**config.mk**
```make
export PLATFORM = sky130hd
export DESIGN_NAME = sms_supervisor
export DESIGN_NICKNAME = d
export VERILOG_FILES = /design/src/hdl/sms_sync2.v /design/src/hdl/sms_supervisor.v
export VERILOG_INCLUDE_DIRS = /design/src /design/src/shared
export SDC_FILE = /design/constraint.sdc
export NUM_CORES = 1
export LEC_CHECK = 0
export ABC_AREA = 1
export BUFFER_PORTS_ARGS = -buffer_cell sky130_fd_sc_hd__buf_2
export CAP_MARGIN = 40
export CORE_UTILIZATION = 42
export DETAILED_ROUTE_END_ITERATION = 10
export GPL_ROUTABILITY_DRIVEN = 0
export SYNTH_ARGS = -nofsm -noshare
export SYNTH_HDL_FRONTEND = slang
export SYNTH_SLANG_ARGS = --single-unit
export TNS_END_PERCENT = 30
```
**constraint.sdc**
```tcl
create_clock -name i_mclk -period 2.4 [get_ports i_mclk]
set_input_delay 0.12 -clock i_mclk [delete_from_list [all_inputs] [get_ports i_mclk]]
set_output_delay 0.12 -clock i_mclk [all_outputs]
set_load 0.03 [all_outputs]
```
**src/shared/sms_defines.vh**
```
// Shared constants for the safety module state supervisor.
// Assumes a 40 MHz device clock; included by bare name.
`ifndef SMS_DEFINES_VH
`define SMS_DEFINES_VH
`define SMS_CLK_HZ 40000000
`define SMS_POWERON_MS 1000
`define SMS_POWERON_CYC ((`SMS_CLK_HZ / 1000) * `SMS_POWERON_MS)
`define SMS_FLASH_ON_MS 250
`define SMS_FLASH_ON_CYC ((`SMS_CLK_HZ / 1000) * `SMS_FLASH_ON_MS)
`define SMS_FLASH_GAP_MS 250
`define SMS_FLASH_GAP_CYC ((`SMS_CLK_HZ / 1000) * `SMS_FLASH_GAP_MS)
`define SMS_REPEAT_GAP_MS 1500
`define SMS_REPEAT_GAP_CYC ((`SMS_CLK_HZ / 1000) * `SMS_REPEAT_GAP_MS)
`define SMS_CLS_NONE 3'h0
`define SMS_CLS_FATAL 3'h1
`define SMS_CLS_OVERCUR 3'h2
`define SMS_CLS_SHORT 3'h3
`define SMS_CLS_TEMP 3'h4
`define SMS_CLS_APP 3'h5
`define SMS_LED_OFF 2'h0
`define SMS_LED_RED 2'h1
`define SMS_LED_BLUE 2'h2
`endif

```
**src/hdl/sms_sync2.v**
```verilog
// Two-flop synchroniser bank for inputs from outside the clock domain.
// Assumes inputs are asynchronous levels; first stage feeds only the second.
`timescale 1ns/1ps
module sms_sync2 #(
  parameter WIDTH = 1
) (
  input wire i_mclk,
  input wire i_rst,
  input wire [WIDTH-1:0] i_async,
  output reg [WIDTH-1:0] o_sync
);
  reg [WIDTH-1:0] meta_reg; // First stage, read only by o_sync

  // Two stages, cleared on reset
  always @(posedge i_mclk)
  begin
    if (i_rst)
    begin
      meta_reg <= {WIDTH{1'b0}};
      o_sync <= {WIDTH{1'b0}};
    end
    else
    begin
      meta_reg <= i_async;
      o_sync <= meta_reg;
    end
  end
endmodule // sms_sync2

```
**src/hdl/sms_supervisor.v**
```verilog
// Safety module state supervisor: power-on, run and latched error states,
// safety output forcing, signalling output freeze and processor flash codes.
// Assumes i_rst is asserted by power-on only; fault inputs are pins.
// Safety output bit high means closed; low is the open, safe condition.
// Indicator codes: 0 dark, 1 red, 2 blue; both indicators always match.
`timescale 1ns/1ps
`include "sms_defines.vh"
module sms_supervisor #(
  parameter N_SAFE = 4,
  parameter N_SIG = 4,
  parameter N_IN = 8,
  parameter CODE_W = 4,
  // Timing counts in device clock cycles
  parameter [31:0] POWERON_CYC = `SMS_POWERON_CYC,
  parameter [31:0] FLASH_ON_CYC = `SMS_FLASH_ON_CYC,
  parameter [31:0] FLASH_GAP_CYC = `SMS_FLASH_GAP_CYC,
  parameter [31:0] REPEAT_GAP_CYC = `SMS_REPEAT_GAP_CYC
) (
  input wire i_mclk,
  input wire i_rst,
  // Pin-level inputs; each passes the synchroniser
  input wire i_diag_done,
  input wire i_diag_fail,
  input wire i_hw_fault,
  input wire i_overcurrent,
  input wire i_safe_short,
  input wire i_temp_fault,
  input wire i_app_error,
  input wire [CODE_W-1:0] i_app_error_code,
  input wire [N_SAFE-1:0] i_app_safety_out,
  input wire [N_SIG-1:0] i_app_signal_out,
  input wire [N_IN-1:0] i_system_in,
  input wire i_supply_ok,
  // Outputs, every one a flip-flop
  output reg o_program_run,
  output reg [N_IN-1:0] o_program_in,
  output reg [N_SAFE-1:0] o_safety_output_n,
  output reg [N_SIG-1:0] o_signalling_output_n,
  output reg [1:0] o_processor_indicator_a,
  output reg [1:0] o_processor_indicator_b,
  output reg o_supply_indicator,
  output reg [N_IN-1:0] o_input_indicator,
  output reg [N_SIG-1:0] o_output_indicator,
  output reg o_in_error
);
  // Supervisor states
  localparam [1:0] ST_POWERON = 2'h0;
  localparam [1:0] ST_RUN = 2'h1;
  localparam [1:0] ST_ERROR = 2'h2;
  // Fourth code is unused and falls into a fatal error
  // Flash sequencer phases
  localparam [1:0] FL_RED = 2'h0;
  localparam [1:0] FL_BLUE = 2'h1;
  localparam [1:0] FL_GAP = 2'h2;
  localparam [1:0] FL_PAUSE = 2'h3;
  // Synchroniser width: seven single-bit pins plus the words and supply
  localparam SYN_W = 7 + CODE_W + N_SAFE + N_SIG + N_IN + 1;

  // Synchronised copies of each pin
  wire [SYN_W-1:0] syn_bus; // All pins after two flops
  wire s_done, s_fail, s_hw, s_oc, s_short, s_temp, s_app, s_supply;
  wire [CODE_W-1:0] s_code;
  wire [N_SAFE-1:0] s_safe;
  wire [N_SIG-1:0] s_sig;
  wire [N_IN-1:0] s_in;

  // Registered state and its next value
  reg [1:0] state_reg; // Supervisor state
  reg [1:0] state_next;
  // One timer serves both the lead-in and each flash phase
  reg [31:0] timer_reg; // Power-on and flash phase timer
  reg [31:0] timer_next;
  // Class and code are captured once, on error entry
  reg [2:0] cls_reg; // Latched fault class
  reg [2:0] cls_next;
  reg [CODE_W-1:0] code_reg; // Latched application code
  reg [CODE_W-1:0] code_next;
  reg [1:0] fl_reg; // Flash phase
  reg [1:0] fl_next;
  reg [CODE_W-1:0] cnt_reg; // Blue flashes shown so far
  reg [CODE_W-1:0] cnt_next;
  // Indicator colour and the class decoded this cycle
  reg [1:0] led_next; // Shared colour for both indicators
  reg [2:0] fault_cls; // Class of the fault seen this cycle

  // Single synchroniser for every pin-level input
  // One wide bank keeps every pin at the same two-cycle latency,
  // so a fault and its code arrive together
  sms_sync2 #(
    .WIDTH(SYN_W)
  ) i_sms_sync2 (
    .i_mclk(i_mclk),
    .i_rst(i_rst),
    .i_async({i_diag_done, i_diag_fail, i_hw_fault, i_overcurrent, i_safe_short, i_temp_fault,
      i_app_error, i_app_error_code, i_app_safety_out, i_app_signal_out, i_system_in, i_supply_ok}),
    .o_sync(syn_bus)
  );
  // Split the bank back into named signals, in the same order
  assign {s_done, s_fail, s_hw, s_oc, s_short, s_temp, s_app, s_code, s_safe, s_sig, s_in, s_supply} = syn_bus;

  // Blue count for a class; restorable classes start with one red flash
  function [CODE_W-1:0] blue_count;
    input [2:0] cls;
    input [CODE_W-1:0] code;
    begin
      // Fatal and none classes carry no blue flashes
      case (cls)
        `SMS_CLS_OVERCUR: blue_count = {{(CODE_W-1){1'b0}}, 1'b1};
        `SMS_CLS_SHORT: blue_count = {{(CODE_W-2){1'b0}}, 2'b10};
        `SMS_CLS_TEMP: blue_count = {{(CODE_W-2){1'b0}}, 2'b11};
        `SMS_CLS_APP: blue_count = code;
        default: blue_count = {CODE_W{1'b0}};
      endcase
    end
  endfunction

  // Opening phase of a sequence; application code zero stays dark
  function [1:0] first_phase;
    input [2:0] cls;
    input [CODE_W-1:0] code;
    begin
      if (cls != `SMS_CLS_APP)
        first_phase = FL_RED;
      else if (code == {CODE_W{1'b0}})
        first_phase = FL_PAUSE;
      else
        first_phase = FL_BLUE;
    end
  endfunction

  // Fault priority: internal hardware beats restorable, application last
  // Only one class latches; a lower fault seen at once is not shown
  always @*
  begin
    if (s_hw)
      fault_cls = `SMS_CLS_FATAL;
    else if (s_oc)
      fault_cls = `SMS_CLS_OVERCUR;
    else if (s_short)
      fault_cls = `SMS_CLS_SHORT;
    else if (s_temp)
      fault_cls = `SMS_CLS_TEMP;
    // Application request only when no internal detector fired
    else if (s_app)
      fault_cls = `SMS_CLS_APP;
    else
      fault_cls = `SMS_CLS_NONE;
  end

  // Next-state and indicator sequencing
  always @*
  begin
    state_next = state_reg;
    timer_next = timer_reg;
    cls_next = cls_reg;
    code_next = code_reg;
    fl_next = fl_reg;
    cnt_next = cnt_reg;
    led_next = `SMS_LED_OFF;
    // Defaults hold every register; indicators dark unless a branch lights them
    case (state_reg)
      // Power-on: red lead-in while self-diagnosis runs
      ST_POWERON:
      begin
        led_next = `SMS_LED_RED;
        // Timer saturates so a slow diagnosis cannot wrap it
        if (timer_reg < POWERON_CYC - 32'h0000_0001)
          timer_next = timer_reg + 32'h0000_0001;
        // Hold red for the full second even if diagnosis ends early
        if (s_done && timer_reg >= POWERON_CYC - 32'h0000_0001)
        begin
          timer_next = 32'h0000_0000;
          if (s_fail)
          begin
            state_next = ST_ERROR;
            cls_next = `SMS_CLS_FATAL;
          end
          else
          begin
            // Dark from the very edge the program starts
            state_next = ST_RUN;
            led_next = `SMS_LED_OFF;
          end
        end
      end
      // Run: program executes; any fault class enters error
      ST_RUN:
      begin
        led_next = `SMS_LED_OFF;
        if (fault_cls != `SMS_CLS_NONE)
        begin
          state_next = ST_ERROR;
          cls_next = fault_cls;
          // Code latched with the class so later pin changes cannot alter it
          code_next = s_code;
          timer_next = 32'h0000_0000;
          cnt_next = {CODE_W{1'b0}};
          // Application codes have no red lead-in; code zero only pauses
          fl_next = first_phase(fault_cls, s_code);
        end
      end
      // Error: flash sequencer or steady red, never left
      ST_ERROR:
      begin
        // No exit branch: only reset from a power cycle leaves here
        state_next = ST_ERROR;
        // Fatal classes never flash, so the timer stays idle
        if (cls_reg == `SMS_CLS_FATAL)
          led_next = `SMS_LED_RED;
        else
        begin
          timer_next = timer_reg + 32'h0000_0001;
          case (fl_reg)
            // Red lead-in flash of a restorable code
            FL_RED:
            begin
              led_next = `SMS_LED_RED;
              if (timer_reg >= FLASH_ON_CYC - 32'h0000_0001)
              begin
                timer_next = 32'h0000_0000;
                fl_next = FL_GAP;
              end
            end
            // One blue flash; the count decides gap or pause
            FL_BLUE:
            begin
              led_next = `SMS_LED_BLUE;
              if (timer_reg >= FLASH_ON_CYC - 32'h0000_0001)
              begin
                timer_next = 32'h0000_0000;
                cnt_next = cnt_reg + {{(CODE_W-1){1'b0}}, 1'b1};
                fl_next = (cnt_reg + {{(CODE_W-1){1'b0}}, 1'b1} >= blue_count(cls_reg, code_reg))
                  ? FL_PAUSE : FL_GAP;
              end
            end
            // Short dark gap between flashes
            FL_GAP:
            begin
              if (timer_reg >= FLASH_GAP_CYC - 32'h0000_0001)
              begin
                timer_next = 32'h0000_0000;
                fl_next = (blue_count(cls_reg, code_reg) == {CODE_W{1'b0}}) ? FL_PAUSE : FL_BLUE;
              end
            end
            FL_PAUSE:
            begin
              // Longer dark gap marks the start of the next repetition
              if (timer_reg >= REPEAT_GAP_CYC - 32'h0000_0001)
              begin
                timer_next = 32'h0000_0000;
                cnt_next = {CODE_W{1'b0}};
                fl_next = first_phase(cls_reg, code_reg);
              end
            end
            // Unused phase code recovers through the pause
            default:
              fl_next = FL_PAUSE;
          endcase
        end
      end
      // Illegal state code treated as a fatal fault
      default:
      begin
        state_next = ST_ERROR;
        cls_next = `SMS_CLS_FATAL;
      end
    endcase
  end

  // State registers and outputs
  // Indicators follow the phase one edge later; run, error and safety outputs use the next state
  always @(posedge i_mclk)
  begin
    // Power-on reset: indicators red, every other output low
    if (i_rst)
    begin
      state_reg <= ST_POWERON;
      timer_reg <= 32'h0000_0000;
      cls_reg <= `SMS_CLS_NONE;
      code_reg <= {CODE_W{1'b0}};
      fl_reg <= FL_RED;
      cnt_reg <= {CODE_W{1'b0}};
      o_program_run <= 1'b0;
      o_program_in <= {N_IN{1'b0}};
      o_safety_output_n <= {N_SAFE{1'b0}};
      o_signalling_output_n <= {N_SIG{1'b0}};
      o_processor_indicator_a <= `SMS_LED_RED;
      o_processor_indicator_b <= `SMS_LED_RED;
      o_supply_indicator <= 1'b0;
      o_input_indicator <= {N_IN{1'b0}};
      o_output_indicator <= {N_SIG{1'b0}};
      o_in_error <= 1'b0;
    end
    else
    begin
      state_reg <= state_next;
      timer_reg <= timer_next;
      cls_reg <= cls_next;
      code_reg <= code_next;
      fl_reg <= fl_next;
      cnt_reg <= cnt_next;
      o_processor_indicator_a <= led_next;
      o_processor_indicator_b <= led_next;
      // From next state, so the flag rises with the safety outputs opening
      o_in_error <= (state_next == ST_ERROR);
      // Green indicators track their signals in every state
      o_supply_indicator <= s_supply;
      o_input_indicator <= s_in;
      o_output_indicator <= o_signalling_output_n;
      // Run: outputs follow the program each cycle
      if (state_next == ST_RUN)
      begin
        o_program_run <= 1'b1;
        o_program_in <= s_in;
        o_safety_output_n <= s_safe;
        o_signalling_output_n <= s_sig;
      end
      else
      begin
        // Power-on and error alike keep the safety outputs open
        o_program_run <= 1'b0;
        o_safety_output_n <= {N_SAFE{1'b0}};
        // Program inputs and signalling outputs keep their last values
        o_program_in <= o_program_in;
        o_signalling_output_n <= o_signalling_output_n;
      end
    end
  end
endmodule // sms_supervisor

```
==> results of run 1 <==
## kinds of logic (layout without fill, tap and decap cells)
kind of cell	Yosys count	count (layout)	share of synthesized area, %
buffers and inverters	168	269	11.3
DFF	136	136	43.5
and+or+nand+nor	433	433	31.5
xor gates and xnor gates	29	29	4.05
adders and majority gates	10	10	2.00
AOI/OAI and AO/OA	93	93	7.63
## power groups by stage
stage	Combinational, mW	Clock (mW)	Sequential, mW
floorplan	0.260	0	2.42
global placement	0.370	0	2.41
detailed placement	0.371	0	2.41
CTS	0.409	2.70	2.36
global route	0.458	2.80	2.37
finish	0.408	2.65	2.37
## area by class of cell
class	count	area, um2
clock buffer	17	425
multi-input combinational	565	2840
fill	1437	6910
inverter	133	499
tap	184	230
clock inverter	15	184
sequential	136	2720
timing repair buffer	104	726
## Yosys cell counts (6+ instances only)
cell and n:
o21ai_0 22, nor2_4 6, ha_1 10, nand4_1 9, nand3_1 54, nand3b_1 17, xnor2_1 7, inv_2 11
dfxtp_1 136, a21oi_1 65, buf_2 12, nor2_1 156, nand2_1 140, nand2_2 8, buf_6 7, nor3_1 20
clkbuf_1 12, xor2_1 22, inv_1 121
## per-layer routing
layer	global-route usage [%]	vias to the layer above
li1	-	2885
met1	26.2	2382
met2	30.8	124
met3	5.22	14
met4	5.88	0
met5	0	-
## worst max-delay path by stage
| stage | end | slack (ns) | depth (start not counted) |
|---|---|---|---|
| after floorplan | o_signalling_output_n[3] | 0.56 | 15 |
| after global placement | timer_reg[25] | 0.16 | 11 |
| after detailed placement | timer_reg[28] | 0.17 | 11 |
| after CTS | timer_reg[2] | 0.11 | 12 |
| after global routing | timer_reg[29] | 0.06 | 14 |
| final | timer_reg[2] | 0.21 | 12 |
## timing repair
action                                  4_1_cts  5_1_grt
gates resized for setup                       0        2
hold endpoints to repair                     28        0
endpoints found under the setup margin        0       31
hold buffers                                 28        0
## metrics by stage
stage	setup slack [ns]	instances
2_1_floorplan	0.562	869
3_3_place_gp	0.157	1093
3_5_place_dp	0.166	1094
4_1_cts	0.109	1154
5_1_grt	0.0594	1154
6_report	0.215	1154
==> flow_results.org, run 1 <==
** STA
- Summed over all failing endpoints, the final setup total negative slack is 0 ns.
- For the pin with the worst max-slew slack, the measured transition is 0.683 ns.
- Number of setup violations in the final report :: 0
- Headroom to the max-slew limit came out at 54.4%.
- Final worst clock skew :: 0.00761 ns
- Final period utilization :: 91.0%
- Peak clock frequency supported by timing :: 458 MHz
- Setup repair after global routing missed its margin :: no
- The final hold violation count came to 0.
- Final worst path period need :: 2.19 ns
- Pins Over Slew Limit :: 0
- WHS :: 0.0937 ns

** Cells and area
- In the layout the commonest cells are nor2_1, nand2_1, dfxtp_1.
- At the end of the flow the core is filled with cells to 52.5%.
- Of the cells placed in the final design, the portion with a size suffix greater than 1 is 15.3%.
- Commonest non-fill, non-tap cell in the layout :: nor2_1
- For this run, the post-layout net count is 997.
- The finished cells cover 7630 um2.
- Area growth syn-to-layout :: 21.7%
- Number of diodes added for antenna fixing :: 0
- Number of flip-flops in the largest register :: 32

** Floorplanning
- The floorplan step set the die height to 124 um.
- # IOs :: 65
- The total area inside the core boundary comes to 14500 um2.
- Starting density of the core :: 43.1%
- The die covers 15400 um2.
- Die width :: 124 um
- After floorplanning, the core was divided into 44 placement rows.

** Global routing
- Via count of the first global-routing pass :: 4933
- In the global route stage, overall resource usage came out at 19.6%.
- Entering global routing, the biggest net connects 67 pins.
- For this run the aggregate overflow at the end of global routing stands at 0.
- The first global-routing pass estimated 23400 um of wire.
- Number of antenna violations at the first check in global routing :: 0

** Critical path
- Library cell appearing most often on the critical path :: nand3_1
- In this design, the stage delay of the slowest critical-path cell is 0.40 ns.
- STA classifies the critical path startpoint as a register.
- Path type of the worst setup path :: register to register
- Largest fanout on the critical path :: 30
- The worst register-to-register path ends at timer_reg[2].
- STA puts the critical path data required time at 2.66 ns.
- Register-to-Register Setup Slack :: 0.21 ns
- Critical path startpoint :: timer_reg[0]
- Crit path cell chain :: ha_1 -> nand3_4 -> nor2_4 -> a21oi_1 -> o21ai_1 -> buf_4 -> nand2_1 -> nand3_1 -> nand3_1 -> buf_12 -> nand3_1 -> a21oi_1
- Number of cells on the worst reg-to-reg path :: 12
- The largest individual stage delay along the critical path comes from the cell dfxtp_1.
- The number of buffers and inverters on the critical path is 2.
- In this run the critical register-to-register path is launched from timer_reg[0].
- The worst setup path is captured at a register.
- Top delay family on crit path :: simple AND/OR/NAND/NOR gates
- Data arrival time of the worst path :: 2.45 ns

** Power and ir drop
- Tot Pwr :: 5.42 mW
- Registers are responsible for 43.6% of the overall power.
- IR analysis of the VDD net gives a maximum drop of 0.000676 V.
- The share of total power dissipated in combinational logic is 7.5%.
- For this design the static power due to leakage is 3.40 nW.
- Power spent charging and discharging nets :: 1.36 mW
- Cell internal power was estimated by the tool at 4.06 mW.
- In this run the power density over the cells is 711 nW/um2.
- Of the total power, the share spent switching nets is 25.1%.
- Clock power frac :: 48.9%

** CTS
- After clock tree synthesis, the clock-pin slew on the worst setup and hold paths is 0.06 ns.
- TritonCTS built the clock tree.
- Post-CTS timing repair inserted 0 buffers for setup.
- Number of clock buffers inserted by TritonCTS :: 17
- The tree is rooted in a clkbuf_16.
- The H-tree was split into 4 levels.
- CTS Buffer Depth :: 2
- Skew-Pair Late Insertion Delay :: 0.42 ns
- The clock net in this run drives a total of 136 sinks.

** Routing
- Routed WL :: 13900 um
- In the detailed route, the total length drawn on met3 is 706 um.
- Number of detailed-route iterations in the first pass :: 5
- Top layer reached by signal wires :: met4
- Met2 WL post-DR :: 6250 um
- For this block, wires on met1 add up to 6790 um.
- In this run the remaining antenna-violating nets after routing total 0.
- Vias per cell :: 4.68
- Number of remaining DRC errors :: 0
- Total number of vias :: 5405
- For this block, the initial DRC count from the detailed router was 382.
- Average routed wire per standard cell :: 12.1 um

** Synthesis
- Register bit count reported by yosys :: 136
- Share of the synthesized area in the top cell type :: 43.5%
- The netlist uses 33 different library cells.
- Synth Net Count :: 909
- Proportion of synthesized flip-flops having asynchronous set or reset :: 0%
- Number of synthesis warnings :: 0
- Top cells by area in the synthesized netlist :: dfxtp_1, nor2_1, nand2_1, inv_1, a21oi_1
- Biggest area consumer among synthesized cells :: dfxtp_1
- Average footprint of a synthesized cell :: 7.21 um2
- Synthesized instance count :: 869
- Number of synthesized flops with an enable pin :: 0
- The synthesized netlist occupies a cell area of 6270 um2.
- Most used DFF post-synth :: dfxtp_1
- The share of the Yosys chip area taken by registers is 43.5%.

** Worst hold path
- Min-delay src :: i_rst
- Counting instances, the worst hold path has a depth of 2.
- Hold EP :: o_input_indicator[7]
- Path type of the worst min-delay path :: primary input to register

** Place
- The HPWL after detailed placement is 9510 um.
- Standard cell area after detailed placement :: 6730 um2
- Buffers placed on the I/O ports in this run total 64.

** Outcome
- The run finished with clean final reports.

** Flow run
- Number of maximum-capacitance constraint violations :: 0
Power figures use the tool's default switching activity.
==> run 2: changes to the inputs <==
clock period = 2.7 ns   (was 2.4 ns; I/O delays follow)
==> flow_results.org, run 2 (synthesis results as in run 1) <==
** Critical path
- The endpoint arrival time on the critical path was 2.57 ns (was 2.45 ns).
- Register-to-Register Setup Slack :: 0.44 ns (was 0.21 ns)
- Crit start category :: register (unchanged)
- Path type of the worst setup path :: register to register (unchanged)
- Number of cells on the worst reg-to-reg path :: 15 (was 12)
- The worst flop-to-flop path endpoint is o_program_in[4] (was timer_reg[2]).
- The endpoint type of the worst setup path is a register (unchanged).
- Required arrival time at the worst endpoint :: 3.01 ns (was 2.66 ns)
- The highest fanout seen on the critical path was 31 (was 30).
- Critical R2R Launch :: timer_reg[0] (unchanged)

** Floorplanning
- The cell row count came to 44 (unchanged).
- Die span in y :: 124 um (unchanged)
- Die width :: 124 um (unchanged)
- Starting density of the core :: 43.1% (unchanged)
- Full die area :: 15400 um2 (unchanged)
- # IOs :: 65 (unchanged)
- Area of the core :: 14500 um2 (unchanged)

** Worst hold path
- Hold EP :: o_input_indicator[0] (was o_input_indicator[7])
- Cells on Worst Hold Path :: 2 (unchanged)
- Path type of the worst min-delay path :: primary input to register (unchanged)
- Min-delay src :: i_rst (unchanged)

** STA
- Setup repair after global routing missed its margin: no (unchanged).
- Slew @ Worst Pin :: 0.631 ns (was 0.683 ns)
- Setup_tns :: 0 ns (unchanged)
- Final worst path period need :: 2.26 ns (was 2.19 ns)
- The worst clock skew is 0.00837 ns (was 0.00761 ns).
- The count of final max-slew check failures was 0 (unchanged).
- The post-route fraction of the period consumed by the critical path came to 83.6% (was 91.0%).
- The final hold violation count came to 0 (unchanged).
- The count of endpoints failing setup in the final report came to 0 (unchanged).
- Worst rel slew slack :: 57.9% (was 54.4%)
- Peak clock frequency supported by timing :: 443 MHz (was 458 MHz)

** Power and ir drop
- The ratio of total power to cell area is 619 nW/um2 (was 711 nW/um2).
- The worst ir drop on vdd was 0.000338 V (was 0.000676 V).
- The total power came to 4.67 mW (was 5.42 mW).
- The leakage power total came to 3.35 nW (was 3.40 nW).

** Routing
- Initial DRC count :: 326 (was 382)
- Average routed wire per standard cell :: 12.1 um (about the same)
- Number of remaining DRC errors :: 0 (unchanged)
- The number of iterations in the first detailed-routing pass is 5 (unchanged).
- The via density per instance was 4.67 (was 4.68).
- The residual antenna-violating net count after detailed routing was 0 (unchanged).
- Routed WL :: 13900 um (about the same)
- The total number of vias came to 5370 (was 5405).

** Cells and area
- Multi-input gate area :: 2830 um2 (was 2840 um2)
- Area growth syn-to-layout :: 20.4% (was 21.7%)
- FILL cells :: 1415 (was 1437)
- The commonest non-fill, non-tap cell in the layout was nor2_1 (unchanged).
- Final Net Count :: 994 (was 997)
- The number of flip-flops under the largest register name is 32 (unchanged).
- Number of diodes added for antenna fixing :: 0 (unchanged)
- Sequential cell area in the final layout :: 2720 um2 (unchanged)
- The ratio of cells with drive above 1 in the final layout is 14.7% (was 15.3%).
- Most frequent cells in the layout: nor2_1, nand2_1, dfxtp_1 (unchanged).

** Global routing
- Via count of the first global-routing pass :: 4788 (was 4933)
- The initial antenna violation count was 0 (unchanged).
- Global-route wire length before repair :: 23200 um (was 23400 um)
- Pin count of the biggest net entering global routing :: 59 (was 67)
- The leftover overflow at the end of global routing came to 0 (unchanged).
- Overall track demand over capacity in global routing :: 19.5% (was 19.6%)

** CTS
- Skew-Pair Late Insertion Delay :: 0.42 ns (about the same)
- Clock tree from TritonCTS :: yes (unchanged)
- Root buffer cell :: clkbuf_16 (unchanged)
- H-tree Lvls :: 4 (unchanged)
- Number of clock buffers inserted by TritonCTS :: 17 (unchanged)
- The number of buffers inserted to repair setup after CTS was 0 (unchanged).
- # clock sinks :: 136 (unchanged)
- The clock edge transition at the registers on the reported setup and hold paths was 0.06 ns (about the same).
- CTS Buffer Depth :: 2 (unchanged)

** Place
- Port Buffers :: 64 (unchanged)
- The HPWL reported at the end of detailed placement is 9550 um (was 9510 um).

** Flow run
- The max-capacitance violation count came to 0 (unchanged).

** Outcome
- Outcome: finished, final reports clean (unchanged).
[run 2: per-layer routing]
layer  part of all wire, %  vias to the layer above  track usage [%]
met5                     0                        -                0
met4                   1.4                        0             7.74
met3                   4.5                       18             4.12
met2                    44                      124             29.7
met1                    50                     2357             26.7
li1                      -                     2871                -
[run 2: power by group]
| group | internal [mW] | switching, mW |
|---|---|---|
| registers | 2.07 | 0.0333 |
| clock network | 1.30 | 0.933 |
| logic | 0.125 | 0.217 |
[run 2: final cells by class]
cell class                 count  share of cell area, %
timing repair buffer         101                   9.15
clock inverter                13                   1.81
tap                          184                   3.05
sequential                   136                   36.1
inverter                     133                   6.62
multi-input combinational    565                   37.6
clock buffer                  19                   5.74
[run 2: repair_timing]
| action | CTS | global route |
|---|---|---|
| setup endpoints to repair | 0 | 0 |
| hold endpoints to repair | 28 | 0 |
| gates resized for setup | 0 | 0 |
| hold buffers | 28 | 0 |
[run 2: critical path, cell delays in order (launching register included)]
cell and delay, ns:
dfxtp_1 0.39, ha_1 0.25, nand3_4 0.13, nor2_4 0.17
nand2_1 0.08, nand2_1 0.10, nand2_2 0.07, nand2_4 0.11
nand3_2 0.07, nand2_1 0.12, nor2_2 0.06, nor2_4 0.07
buf_4 0.31, nand3_1 0.12, nand2_1 0.08, nor2_1 0.04
[run 2: through the flow]
stage	setup WS, ns	std cells	hold slack [ns]	area [um2]	utilization, %
2_1_floorplan	0.862	869	0.212	6270	-
3_3_place_gp	0.454	1090	0.333	6680	46.0
5_1_grt	0.226	1151	0.151	7550	51.9
3_5_place_dp	0.454	1091	0.340	6700	46.1
6_report	0.442	1151	0.131	7550	51.9
4_1_cts	0.433	1151	0.139	7550	51.9
[run 2: worst max-delay path by stage]
stage | from | endpoint
floorplan | timer_reg[0] | o_signalling_output_n[3]
global route | timer_reg[0] | o_signalling_output_n[0]
CTS | timer_reg[0] | o_program_in[4]
detailed placement | timer_reg[0] | o_signalling_output_n[1]
global placement | timer_reg[0] | o_signalling_output_n[3]
finish | timer_reg[0] | o_program_in[4]
==> run 3: changes to the inputs <==
clock period = 2 ns   (was 2.7 ns; I/O delays follow)
==> flow_results.org, run 3 (synthesis results as in run 1) <==
** Power and ir drop
- The part of the total power dissipated in the clock network was 46.7% (was 47.7%).
- The leakage power total was 3.71 nW (was 3.35 nW).
- The worst ir drop on vdd came to 0.000583 V (was 0.000338 V).
- The power spent charging and discharging nets came to 1.74 mW (was 1.18 mW).
- Proportion of total power due to net switching :: 26.0% (was 25.3%)
- The portion of total power attributed to combinational logic was 10.8% (was 7.3%).
- P_int :: 4.95 mW (was 3.49 mW)
- PwrDens :: 808 nW/um2 (was 619 nW/um2)
- The total power was 6.68 mW (was 4.67 mW).
- Power share of the sequential group :: 42.5% (was 45.0%)

** Worst hold path
- Cells on Worst Hold Path :: 4 (was 2)
- Hold EP :: cnt_reg[3] (was o_input_indicator[0])
- The launch point of the worst hold path was i_rst (unchanged).
- Path type of the worst min-delay path :: primary input to register (unchanged)

** STA
- The count of final max-slew check failures is 0 (unchanged).
- Final hold violations :: 0 (unchanged)
- Setup repair after global routing missed its margin: yes (was no).
- The final setup TNS came to -0.569 ns (was 0 ns).
- Final worst clock skew :: 0.00852 ns (was 0.00837 ns)
- Slew @ Worst Pin :: 0.460 ns (was 0.631 ns)
- The max-slew headroom at the worst pin came to 69.3% (was 57.9%).
- Final period utilization :: 102% (was 83.6%)
- The maximum achievable frequency came to 489 MHz (was 443 MHz).
- WHS :: 0.0639 ns (was 0.131 ns)
- The worst setup slack after layout was -0.0463 ns (was 0.442 ns).
- Final worst path period need :: 2.05 ns (was 2.26 ns)
- Number of setup violations in the final report :: 27 (was 0)

** Outcome
- Outcome :: finished, violations left (was finished, final reports clean)
- The checks that failed: negative setup slack.

** CTS
- The clock latency reported for the late side of the worst-skew pair was 0.42 ns (about the same).
- Clock tree from TritonCTS :: yes (unchanged)
- Clock slew at reported path FFs :: 0.06 ns (about the same)
- The total clock buffers created by CTS was 17 (unchanged).
- The total number of clock tree sinks was 136 (unchanged).
- H-tree Lvls :: 4 (unchanged)
- CTS Buffer Depth :: 2 (unchanged)
- The cell at the root of the clock tree is clkbuf_16 (unchanged).

** Routing
- Initial DRC count :: 306 (was 326)
- Vias per cell :: 4.73 (was 4.67)
- Antenna-violating nets left :: 0 (unchanged)
- Number of remaining DRC errors :: 0 (unchanged)
- The total number of vias was 5689 (was 5370).
- The number of iterations in the first detailed-routing pass was 5 (unchanged).
- Average routed wire per standard cell :: 12.7 um (was 12.1 um)
- Routed WL :: 15300 um (was 13900 um)

** Cells and area
- The number of flip-flops under the largest register name came to 32 (unchanged).
- Commonest non-fill, non-tap cell in the layout :: nor2_1 (unchanged)
- Final Net Count :: 1045 (was 994)
- Most frequent cells in the layout: nor2_1, nand2_1, dfxtp_1 (unchanged).
- The ratio of cells with drive above 1 in the final layout was 24.4% (was 14.7%).
- Post-route non-filler standard cell count :: 1202 (was 1151)
- The fill cell instance count of the final layout was 1412 (was 1415).
- The cell area after layout is 8270 um2 (was 7550 um2).
- The post-layout utilization of the core came to 56.9% (was 51.9%).
- Area growth syn-to-layout :: 31.9% (was 20.4%)
- Number of diodes added for antenna fixing :: 0 (unchanged)

** Critical path
- The source of the worst register-to-register timing path is timer_reg[0] (unchanged).
- Terminus of the critical flop-to-flop path :: timer_reg[11] (was o_program_in[4])
- Path type of the worst setup path :: register to register (unchanged)
- The highest fanout seen on the critical path came to 8 (was 31).
- The nature of the critical path startpoint was a register (unchanged).
- Required arrival time at the worst endpoint :: 2.29 ns (was 3.01 ns)
- Endpoint class of the critical path :: register (unchanged)
- Number of cells on the worst reg-to-reg path :: 15 (unchanged)
- The endpoint arrival time on the critical path was 2.33 ns (was 2.57 ns).
- Register-to-Register Setup Slack :: -0.05 ns (was 0.44 ns)

** Flow run
- The max-capacitance violation count is 0 (unchanged).

** Global routing
- Met3 layer usage reported by global route :: 4.30% (was 4.12%)
- The largest net degree at the start of global routing is 102 (was 59).
- The global-route usage over all layers is 20.6% (was 19.5%).
- GR peak layer :: met2 (unchanged)
- The initial antenna violation count is 0 (unchanged).
- Final global-route overflow total :: 0 (unchanged)
- The via count of the first global-routing pass came to 5018 (was 4788).
- GR Util met1 :: 28.0% (was 26.7%)
- The wire length of the first global-routing pass is 24200 um (was 23200 um).
- The met2 demand-to-capacity share in global routing was 32.0% (was 29.7%).

** Floorplanning
- # IOs :: 65 (unchanged)
- Number of placement rows :: 44 (unchanged)
- The vertical die dimension is 124 um (unchanged).
- Full die area :: 15400 um2 (unchanged)
- Starting density of the core :: 43.1% (unchanged)
- The die span in x came to 124 um (unchanged).
- Area of the core :: 14500 um2 (unchanged)

** Place
- Worst slack, placed :: -0.0525 ns (was 0.454 ns)
- The placement-stage cell area was 7000 um2 (was 6700 um2).
- Port Buffers :: 64 (unchanged)
- The number of cells in the design after placement is 1127 (was 1091).
- DP HPWL :: 9770 um (was 9550 um)
run 3: power groups by stage:
stage | clock (mW) | sequential [mW] | combinational [mW]
6_report | 3.12 | 2.84 | 0.721
2_1_floorplan | 0 | 2.90 | 0.312
3_3_place_gp | 0 | 2.89 | 0.478
3_5_place_dp | 0 | 2.89 | 0.477
4_1_cts | 3.18 | 2.84 | 0.650
5_1_grt | 3.30 | 2.85 | 0.792
run 3: area by class of cell:
| class | instances | area, um2 | share of cell area (%) |
|---|---|---|---|
| clock buffers | 18 | 439 | 5.31 |
| clock inverters | 14 | 153 | 1.85 |
| inverters | 133 | 499 | 6.04 |
| multi-input cells | 565 | 2990 | 36.2 |
| flip-flops and latches | 136 | 2740 | 33.1 |
| well taps | 184 | 230 | 2.78 |
| repair buffers | 152 | 1210 | 14.7 |
run 3: metal layers:
layer | wire, um | part of all wire, %
met5 | 0 | 0
met4 | 244 | 1.6
met3 | 690 | 4.5
met2 | 6990 | 46
met1 | 7360 | 48
run 3: critical path, stage by stage (launching register included):
cell and delay (ns):
dfxtp_2 0.36, ha_4 0.16, nand3_4 0.10, nor2_4 0.16, buf_4 0.13, buf_6 0.08
nand3_2 0.07, nand2_2 0.10, nand2_2 0.06, nand2_2 0.07, nor2_2 0.05, nand2_2 0.08
nand3_4 0.14, clkbuf_16 0.21, nand3b_1 0.09, a21oi_1 0.06
run 3: repair_timing:
action | 4_1_cts | 5_1_grt
pin swaps | 3 | 10
hold buffers | 28 | 0
buffers inserted | 5 | 5
cloned | 2 | 3
setup endpoints to repair | 49 | 57
gates resized for setup | 14 | 46
endpoints found under the hold margin | 28 | 0
run 3: how the worst max path moves through the flow:
stage                          endpoint  slack (ns)          start  cells past startpoint
6_report                  timer_reg[11]       -0.05   timer_reg[0]                     15
5_1_grt        o_signalling_output_n[1]       -0.15  timer_reg[28]                     16
4_1_cts            o_safety_output_n[2]        0.01   timer_reg[1]                     13
3_5_place_dp            o_program_in[5]       -0.05   timer_reg[0]                     15
3_3_place_gp            o_program_in[1]       -0.05   timer_reg[0]                     14
2_1_floorplan  o_signalling_output_n[3]        0.16   timer_reg[0]                     15
